$ cat config.mk
export PLATFORM = sky130hd
export DESIGN_NAME = rbv_ctrl
export DESIGN_NICKNAME = d
export VERILOG_FILES = /design/src/hw/rbv_pkg.sv /design/src/hw/rbv_sync.sv /design/src/hw/rbv_ctrl.sv
export VERILOG_INCLUDE_DIRS = /design/src /design/src/hw
export SDC_FILE = /design/constraint.sdc
export NUM_CORES = 1
export LEC_CHECK = 0
export BUFFER_PORTS_ARGS = -buffer_cell sky130_fd_sc_hd__clkbuf_2
export CAP_MARGIN = 10
export CORE_UTILIZATION = 45
export CTS_BUF_LIST = sky130_fd_sc_hd__clkbuf_16
export DETAILED_ROUTE_END_ITERATION = 8
export HOLD_SLACK_MARGIN = 0.05
export PLACE_DENSITY = 0.84
export SYNTH_ARGS = -nofsm -noshare
export SYNTH_HDL_FRONTEND = slang
export SYNTH_SLANG_ARGS = --single-unit
$ cat constraint.sdc
create_clock -name clk_sys -period 3.98 [get_ports clk_sys]
set_input_delay 0.398 -clock clk_sys [delete_from_list [all_inputs] [get_ports clk_sys]]
set_output_delay 0.398 -clock clk_sys [all_outputs]
set_load 0.01 [all_outputs]
$ cat src/hw/rbv_defs.svh
`ifndef RBV_DEFS_SVH
`define RBV_DEFS_SVH
`define RBV_SRC_COUNT      9
`define RBV_SRC_POR        0
`define RBV_SRC_PIN        1
`define RBV_SRC_CMP        2
`define RBV_SRC_SW         3
`define RBV_SRC_SUPPLY     4
`define RBV_SRC_WDOG       5
`define RBV_SRC_MISCLK     6
`define RBV_SRC_FLASH      7
`define RBV_SRC_USB        8
`define RBV_BOOT_SIG       8'hA5
`define RBV_RESET_VECTOR   16'h0000
`define RBV_PORT_WIDTH     8
`define RBV_PORT_RESET     8'hFF
`define RBV_CLKSEL_RESET   2'h0
`define RBV_REL_NS         16
`define RBV_CLK_NS         4
`define RBV_REL_CYCLES     ((`RBV_REL_NS + `RBV_CLK_NS - 1) / `RBV_CLK_NS)
`endif

$ cat src/hw/rbv_pkg.sv
package rbv_pkg;
	typedef enum logic [1:0] {
		RBV_RUN,
		RBV_HOLD,
		RBV_RELEASE
	} rbv_state_type;
	typedef logic [8:0] rbv_src_type;
endpackage

$ cat src/hw/rbv_sync.sv
// two-flop synchroniser for asynchronous request levels
module rbv_sync (
	input  wire logic                 clk_sys,
	input  wire logic                 rst_n,
	input  wire rbv_pkg::rbv_src_type async_in,
	output rbv_pkg::rbv_src_type      sync_out
);
	import rbv_pkg::*;
	typedef struct packed {
		logic [8:0] stage1;
		logic [8:0] stage2;
	} rbv_sync_st_type;
	rbv_sync_st_type st;
	rbv_sync_st_type next_st;

	// stage1 only feeds stage2, so metastability never reaches logic
	always_comb begin
		next_st.stage1 = async_in;
		next_st.stage2 = st.stage1;
	end

	// resets to "all requesting" so the block starts held in reset
	always_ff @(posedge clk_sys) begin
		if (!rst_n) begin
			st <= '{stage1: 9'h1_FF, stage2: 9'h1_FF};
		end else begin
			st <= next_st;
		end
	end

	assign sync_out = st.stage2;
endmodule

$ cat src/hw/rbv_ctrl.sv
// How it works
// - halt the core while in reset
// - load defaults except power-on-only bits
// - disable interrupts and timers in reset
// - leave data memory untouched
// - port latches one, drivers open-drain
// - weak pull-ups enabled always
// - drive reset pin low for supply resets
// - load PC with the start vector, select internal oscillator on exit
// - enable watchdog; default start at zero
// - nine request sources enter reset
// - signature 0xA5 means bootloader present
// - bootloader present: start at bootloader vector
// - no bootloader: start at zero
`include "rbv_defs.svh"
module rbv_ctrl (
	input  wire logic              clk_sys,
	input  wire logic              rst_n,
	input  wire logic              por_req,
	input  wire logic              external_reset_pin_n_in,
	input  wire logic              cmp_req,
	input  wire logic              sw_req,
	input  wire logic              supply_req,
	input  wire logic              wdog_req,
	input  wire logic              misclk_req,
	input  wire logic              flash_err_req,
	input  wire logic              usb_req,
	input  wire logic        [7:0] boot_sig_byte,
	input  wire logic       [15:0] boot_vector,
	output logic                   core_halt,
	output logic                   reg_reset,
	output logic                   por_reg_reset,
	output logic                   irq_timer_disable,
	output logic                   ram_reset,
	output logic             [7:0] port_latch_set,
	output logic             [7:0] port_open_drain,
	output logic             [7:0] port_pullup_en,
	output logic                   external_reset_pin_n_out,
	output logic                   external_reset_pin_n_oe,
	output logic                   pc_load,
	output logic            [15:0] pc_value,
	output logic             [1:0] clk_select,
	output logic                   wdog_enable,
	output logic                   boot_present,
	output rbv_pkg::rbv_src_type   reset_cause
);
	import rbv_pkg::*;

	typedef struct packed {
		rbv_state_type state;
		logic [2:0]    rel_cnt;
		logic          drive_pin;
		logic          por_seen;
		logic [8:0]    cause;
		logic          pc_load;
		logic [15:0]   pc_value;
		logic [1:0]    clk_select;
		logic          wdog_enable;
		logic          boot_present;
	} rbv_st_type;

	rbv_st_type st;
	rbv_st_type next_st;
	logic [8:0] raw_req;
	logic [8:0] req;

	// true when the signature byte marks a bootloader image
	function automatic logic sig_is_boot(input logic [7:0] sig);
		return sig == `RBV_BOOT_SIG;
	endfunction

	// power-on and supply-monitor requests are the ones that pull the reset pin
	function automatic logic supply_reset(input logic [8:0] r);
		return r[`RBV_SRC_POR] | r[`RBV_SRC_SUPPLY];
	endfunction

	// every source seen during one reset stays marked until the next entry
	function automatic logic [8:0] merge_cause(input logic [8:0] old, input logic [8:0] r);
		return old | r;
	endfunction

	// gather the nine request levels; pin is active low
	always_comb begin
		raw_req = '0;
		raw_req[`RBV_SRC_POR]    = por_req;
		// our own pull on the pin reads back low; masked, or the block would hold itself forever
		raw_req[`RBV_SRC_PIN]    = !external_reset_pin_n_in & !st.drive_pin;
		raw_req[`RBV_SRC_CMP]    = cmp_req;
		raw_req[`RBV_SRC_SW]     = sw_req;
		raw_req[`RBV_SRC_SUPPLY] = supply_req;
		raw_req[`RBV_SRC_WDOG]   = wdog_req;
		raw_req[`RBV_SRC_MISCLK] = misclk_req;
		raw_req[`RBV_SRC_FLASH]  = flash_err_req;
		raw_req[`RBV_SRC_USB]    = usb_req;
	end

	// requests come from other domains and from the pin, so they are synchronised
	rbv_sync u_sync (
		.clk_sys  (clk_sys),
		.rst_n    (rst_n),
		.async_in (raw_req),
		.sync_out (req)
	);

	// sequencer: hold while any source asks, then count a short release.
	// a request shows here two edges after it rises (synchroniser), the hold
	// begins one edge later; once the last source lets go, the same three edges end the hold and
	// the core resumes release-count cycles after that; a source that returns mid-count restarts it
	always_comb begin
		next_st = st;
		next_st.pc_load = 1'b0;
		case (st.state)
			RBV_RUN: begin
				if (|req) begin
					next_st.state = RBV_HOLD;
					next_st.cause = req;
					next_st.drive_pin = supply_reset(req);
					next_st.por_seen = req[`RBV_SRC_POR];
					next_st.wdog_enable = 1'b0;
				end
			end
			RBV_HOLD: begin
				next_st.cause = merge_cause(st.cause, req);
				if (supply_reset(req)) begin
					next_st.drive_pin = 1'b1;
				end
				if (req[`RBV_SRC_POR]) begin
					next_st.por_seen = 1'b1;
				end
				next_st.rel_cnt = 3'(`RBV_REL_CYCLES);
				if (req == '0) begin
					next_st.state = RBV_RELEASE;
				end
			end
			RBV_RELEASE: begin
				if (|req) begin
					// a late request restarts the hold and is treated like any other
					next_st.state = RBV_HOLD;
					next_st.cause = merge_cause(st.cause, req);
					if (supply_reset(req)) begin
						next_st.drive_pin = 1'b1;
					end
					if (req[`RBV_SRC_POR]) begin
						next_st.por_seen = 1'b1;
					end
				end else if (st.rel_cnt <= 3'h1) begin
					// exit: vector chosen from signature sampled now
					next_st.state = RBV_RUN;
					next_st.drive_pin = 1'b0;
					next_st.por_seen = 1'b0;
					next_st.pc_load = 1'b1;
					next_st.boot_present = sig_is_boot(boot_sig_byte);
					next_st.pc_value = sig_is_boot(boot_sig_byte) ? boot_vector
						: `RBV_RESET_VECTOR;
					next_st.clk_select = `RBV_CLKSEL_RESET;
					next_st.wdog_enable = 1'b1;
				end else begin
					next_st.rel_cnt = st.rel_cnt - 3'h1;
				end
			end
			default: begin
				next_st.state = RBV_HOLD;
			end
		endcase
	end

	// synchronous reset leaves the block holding, as if power-on asked
	always_ff @(posedge clk_sys) begin
		if (!rst_n) begin
			st <= '{state: RBV_HOLD, rel_cnt: 3'h0, drive_pin: 1'b1, por_seen: 1'b1,
				cause: 9'h001, pc_load: 1'b0, pc_value: `RBV_RESET_VECTOR, clk_select: `RBV_CLKSEL_RESET,
				wdog_enable: 1'b0, boot_present: 1'b0};
		end else begin
			st <= next_st;
		end
	end

	logic in_reset;
	assign in_reset = st.state != RBV_RUN;

	// outputs to the core and peripherals
	assign core_halt         = in_reset;
	assign reg_reset         = in_reset;
	assign por_reg_reset     = in_reset & st.por_seen;
	assign irq_timer_disable = in_reset;
	assign ram_reset         = 1'b0;
	// pins float high through the pull-ups while latches are ones
	assign port_latch_set    = in_reset ? `RBV_PORT_RESET : 8'h00;
	assign port_open_drain   = in_reset ? `RBV_PORT_RESET : 8'h00;
	assign port_pullup_en    = `RBV_PORT_RESET;
	// open-drain: drive low only, enable high while pulling
	assign external_reset_pin_n_out = 1'b0;
	assign external_reset_pin_n_oe  = st.drive_pin & in_reset;
	assign pc_load           = st.pc_load;
	assign pc_value          = st.pc_value;
	assign clk_select        = st.clk_select;
	assign wdog_enable       = st.wdog_enable;
	assign boot_present      = st.boot_present;
	assign reset_cause       = st.cause;
endmodule

Word level (Yosys, flattened, before mapping)
Cells that the tools add are included.
{ "totals": {"mem_count": 0, "ram_bits": 0, "mem_bits_ro": 0, "out_inout_bits": 61, "regBits": 53, "latch_bits": 0} }
{ "op_classes": {"div_mod_pow": 0, "add_sub_neg": 1, "n_eq_ne": 10, "shift": 0, "mux": 20, "mul": 0, "bitwise": 8, "n_reduce_logical": 16, "magnitude_cmp": 1} }
{ "op_table": {"columns": ["op", "count"], "rows": [
  ["11-bit case mux with 3 select lines", 1],
  ["21-bit two-way mux", 1],
  ["16-bit two-way mux", 1],
  ["3-bit AND reduction", 5],
  ["2-bit two-way mux", 6],
  ["2-bit != test (second input constant)", 6],
  ["11-bit two-way mux", 1],
  ["11-bit OR reduction", 1],
  ["9-bit logical NOT", 1],
  ["9-bit two-way mux", 1],
  ["9-bit bitwise OR", 1],
  ["9-bit OR reduction", 1],
  ["8-bit == test (second input constant)", 1],
  ["8-bit two-way mux", 1],
  ["3-bit two-way mux", 2],
  ["2-bit case mux with 3 select lines", 1],
  ["3-bit case mux with 2 select lines", 1],
  ["2-bit nonzero test", 3],
  ["4-bit AND reduction", 1],
  ["1-bit AND", 3],
  ["3-bit by 1-bit <= comparator with 1-bit output (second input constant)", 1],
  ["1-bit two-way mux", 3],
  ["3-bit != test (second input constant)", 1],
  ["1-bit NOT", 3],
  ["other kinds (8)", 9]
]} }

Longest topological paths before layout
{ "logic_depth": {"word_depth": 5, "depth_mapped": 7} }

Modules after synthesis
From an unflattened synthesis, not the netlist that was laid out.
{ "unflattened": {"hier_cells": 242, "area_unflattened_um2": 2434.8} }
{ "by_module_without_submodules": {"columns": ["module", "cells_per_inst", "instances", "area_per_inst_um2"], "rows": [
  ["rbv_ctrl", 205, 1, 1948.1],
  ["rbv_sync", 37, 1, 486.7]
]} }

Least setup slack after synthesis
OpenSTA, ideal clock, no wires.
{ "synth_timing": {"kind": "register -> register", "startpoint": "register st[35] (netlist name)", "endpoint": "register st[30] (netlist name)", "period_less_slack_ns": 1.753, "setup_time_ns": 0.145, "arrival_time_ns": 1.608, "setup_slack_ns": 2.227, "stages_incl_launch_ff": 7, "required_time_ns": 3.835, "path_cell_list": "dfxtp_1 inv_1 ha_1 inv_1 o21ai_0 a221oi_1 o311ai_0"} }
{ "synth_via": {"elab_chain_len": 3, "word_cells_on_any_way": 8, "classes_between": "eq/ne: 4; mux: 1; reduce/logical: 3"} }
{ "synth_lines": {"columns": ["element", "line", "rtl"], "rows": [
  ["from (decl)", "rbv_ctrl.sv:62", "rbv_st_type st;"],
  ["from (signal assigned)", "rbv_ctrl.sv:170", "st <= '{state: RBV_HOLD, rel_cnt: 3'h0, drive_pin: 1'b1, por_seen: 1'b1,"],
  ["from (signal assigned)", "rbv_ctrl.sv:174", "st <= next_st;"],
  ["2-bit == test, or another cell as far along", "rbv_ctrl.sv:112", "case (st.state)"],
  ["3-bit != test (no line), or another cell as far along", null, null],
  ["3-bit AND reduction (no line)", null, null]
]} }
Several ways; a longest one is shown, not always the timed one.
A chain may end at the register's enable or synchronous reset.

Worst setup path after layout
{ "layout_timing": {"startpoint": "register st[35] (netlist name)", "endpoint": "register st, in the netlist reset_cause[1]"} }
{ "layout_via": {"elab_chain_len": 3, "word_cells_on_any_way": 8, "classes_between": "eq/ne: 4; mux: 1; reduce/logical: 3"} }
{ "layout_lines": {"columns": ["element", "line"], "rows": [
  ["2-bit == test, or another cell as far along", "rbv_ctrl.sv:112"],
  ["2-bit != test (no line) / 3-bit nonzero test (equally long branches)", null],
  ["3-bit AND reduction (no line)", null]
]} }
Several ways; a longest one is shown, not always the timed one.

==> metrics list <==
- Final setup slack of the worst path: 1.78 ns
* Average footprint of a synthesized cell: 10.0 µm²
- The number of antenna violations at the first check in global routing was 0.
- Wire length of the first global-routing pass: roughly 6400 µm
- The tightest min-delay check is of the in2reg type.
- Summed over its instances, the top area cell type makes up 43.6% of the synthesized netlist area.
- Reported leakage power: 1.22 nW
- Setup Skew: 0.00502 ns
- Worst path bufs/invs: 1
- Pin placement for this block handled 96 I/O pins.
- Number of setup buffers added after CTS: 0
- The floorplan step defined a die boundary enclosing 5710 µm².
- Of the available clock period, the critical path in the final layout requires between 50% and 60%.
- In the routed design, unresolved DRC markers number 0.
- CTS tree: yes
- Fmax achieved: 454 MHz
- Entering global routing, the biggest net connects 33 pins.
- Count of distinct cell types in the synthesized netlist: 48
- Family with the most delay on the worst path: compound AO/OA/AOI/OAI gates
- Share of the yosys chip area belonging to registers: 43.6%
- Summing all placed instances gives a cell area of 2530 µm².
- The clock tree synthesis step divided the H-tree into 2 levels.
- Slew HR: 60.2%
- Number of cells produced by synthesis: 243
- Counting the buffers created by CTS gives 5.
- In this run the vertical extent of the chip is 75.6 µm.
- The wire-length estimate of the detail-placed layout is 3190 µm.
- The number of placed instances, taps included, is 344.
* Final instance count without filler cells: 352
- The via count of the first global-routing pass was about 1,400.
- The largest single stage delay on the critical path is 0.52 ns.
- 0 antenna diodes ended up in the layout.
- Minimum clock period after layout: 2.20 ns
* Run status: finished clean
- The tool flagged a number of max-cap violations equal to 0.
* Type of the worst setup path: reg2reg
* Initial detailed-routing violation count: 97
* Overall Power: 1.10 mW
* Worst setup slack before clock tree synthesis: 1.82 ns
- Traced cell by cell, the critical path runs through inv_1 > ha_1 > o21ai_0 > a21oi_1 > a41o_1 > a22o_1.
* Post-detailed-route via-to-cell ratio: 4.91
* Clock Pin Slew Worst Setup and Hold Paths: 0.06 ns
- After synthesis the cells add up to 2440 µm².
- Post-route cell area: 2700 µm²
* Post_cts resized: 0
- Detailed-route wire length per cell: 12.1 µm
- Largest fanout on the critical path: 13
* Setup repair after global routing missed its margin: no
- Standard-cell row count: 26
- Clock root buffer: sky130_fd_sc_hd__clkbuf_16
* Total clock sinks: 53
* Critical path endpoint category: flop
- Cell type with the largest total area after synthesis: sky130_fd_sc_hd__dfxtp_1
* Core Region: 5170 µm²
* Most frequent cells in the layout: sky130_fd_sc_hd__clkbuf_2, sky130_fd_sc_hd__dfxtp_1, sky130_fd_sc_hd__a22o_1
- Of the cells placed in the final design, the portion with a size suffix greater than 1 is 35.8%.
- At the pin with the least slew margin, the transition time is 0.595 ns.
* Total global routing track utilization: 15.0%
* Peak ir drop on the vdd network: 0.259 mV
* Critical path required time: 4.16 ns
- The initial utilization of the core area, before any placement, comes to 47.1%.
* Setup violation total in the final timing report: 0
- Most common cell after layout, fill and taps aside: sky130_fd_sc_hd__clkbuf_2
- Relative to the synthesized area, the layout overhead comes to 10.7%.
* Residual antenna-violating net count after detailed routing: 0
- Input and output buffers added on the ports amount to 83.
* Final count of hold timing violations: 0
- The final count of pins violating max slew was 0.
- Total power divided by cell area: 408 nW/µm²
- Post-detailed-routing wire length: between 4000 and 5000 µm
* Slowest-stage cell, CP: sky130_fd_sc_hd__o21ai_0
* Post-Route Setup TNS: 0 ns
* Maximum buffer depth of the clock tree: 2
* Critical Path Source Type: flop
- The net count of the finished layout is 321.
- Clock latency on the worst-skew pair, taken at its later pin, is 0.29 ns.
* Number of search-and-repair iterations in the first detailed-routing pass: 4
* Ys Warns: 0
- Gp weighted congestion: 0.888
- Flip-flop and latch count after synthesis: 53
* Detailed-route via count: 1,728
- WP data arrival: 2.38 ns
- Cells taking the most area after synthesis: sky130_fd_sc_hd__dfxtp_1, sky130_fd_sc_hd__buf_4, sky130_fd_sc_hd__a22o_1
* Overflow left after global routing: 0
* Number of hold buffers added after cts: 0
- In this run the horizontal extent of the chip is 75.6 µm.
area by class of cell:
| class | instances | area, µm² |
|---|---|---|
| sequential | 53 | 1060 |
| multi-input combinational | 127 | 921 |
| clock inverter | 3 | 46.3 |
| timing repair buffer | 83 | 415 |
| tap | 70 | 87.6 |
| fill | 457 | 2470 |
| clock buffer | 5 | 125 |
| inverter | 11 | 41.3 |
report_power, final:
group	internal [mW]	switching (mW)	total, mW
combinational	0.0295	0.0319	0.0614
sequential	0.547	0.00924	0.556
clock	0.297	0.185	0.482
synth_stat cells (all sizes together):
cell,number
buf,59
dfxtp,53
a22o,24
nand2b,17
inv,11
nand2,9
nor2,7
ha,5
nand3,5
o21ai,5
a31oi,4
nor3,4
o311ai,4
a21oi,3
clkbuf,3
and3,2
conb,2
nor2b,2
nor4bb,2
o2111ai,2
o211ai,2
a211o,1
a221oi,1
a311oi,1
a41o,1
and2,1
and4,1
mux2i,1
nand4,1
nor4,1
o2111a,1
o21a,1
o21bai,1
o221a,1
o22ai,1
o311a,1
o31ai,1
or3,1
or4,1
metrics by stage:
stage          util [%]  hold slack (ns)
2_1_floorplan         -            0.386
3_3_place_gp       48.8            0.389
3_5_place_dp       48.8            0.392
4_1_cts            52.2            0.282
5_1_grt            52.2            0.281
6_report           52.2            0.287
sequential cells by signal (all words and copies together) (netlist names):
name and count:
pc_load 1, pc_value 16, boot_present 1, u_sync.sync_out 9, st 7, reset_cause 9, u_sync.next_st 9, wdog_enable 1
layer usage:
metal	part of all wire [%]	track usage (%)
met5	0	0
met4	1.8	8.85
met3	7.7	3.70
met2	47	24.3
met1	44	18.2
cell families after synthesis:
family	synth area share (%)
flops	43.6
simple gates	14.3
buf+inv	20.2
fa+ha+maj	2.57
other cells	0.308
compound gates	18.7
mux	0.411
path summary, 6_finish.rpt:
check	endpoint	startpoint	depth (start not counted)	slack, ns
worst min register to register	u_sync.sync_out[6]	u_sync.next_st[6]	1	0.41
worst max register to register	reset_cause[1]	st[35]	6	1.78
worst min-delay path	u_sync.next_st[7]	flash_err_req	2	0.29
worst max-delay path	reset_cause[1]	st[35]	6	1.78
Power figures use the tool's default switching activity.
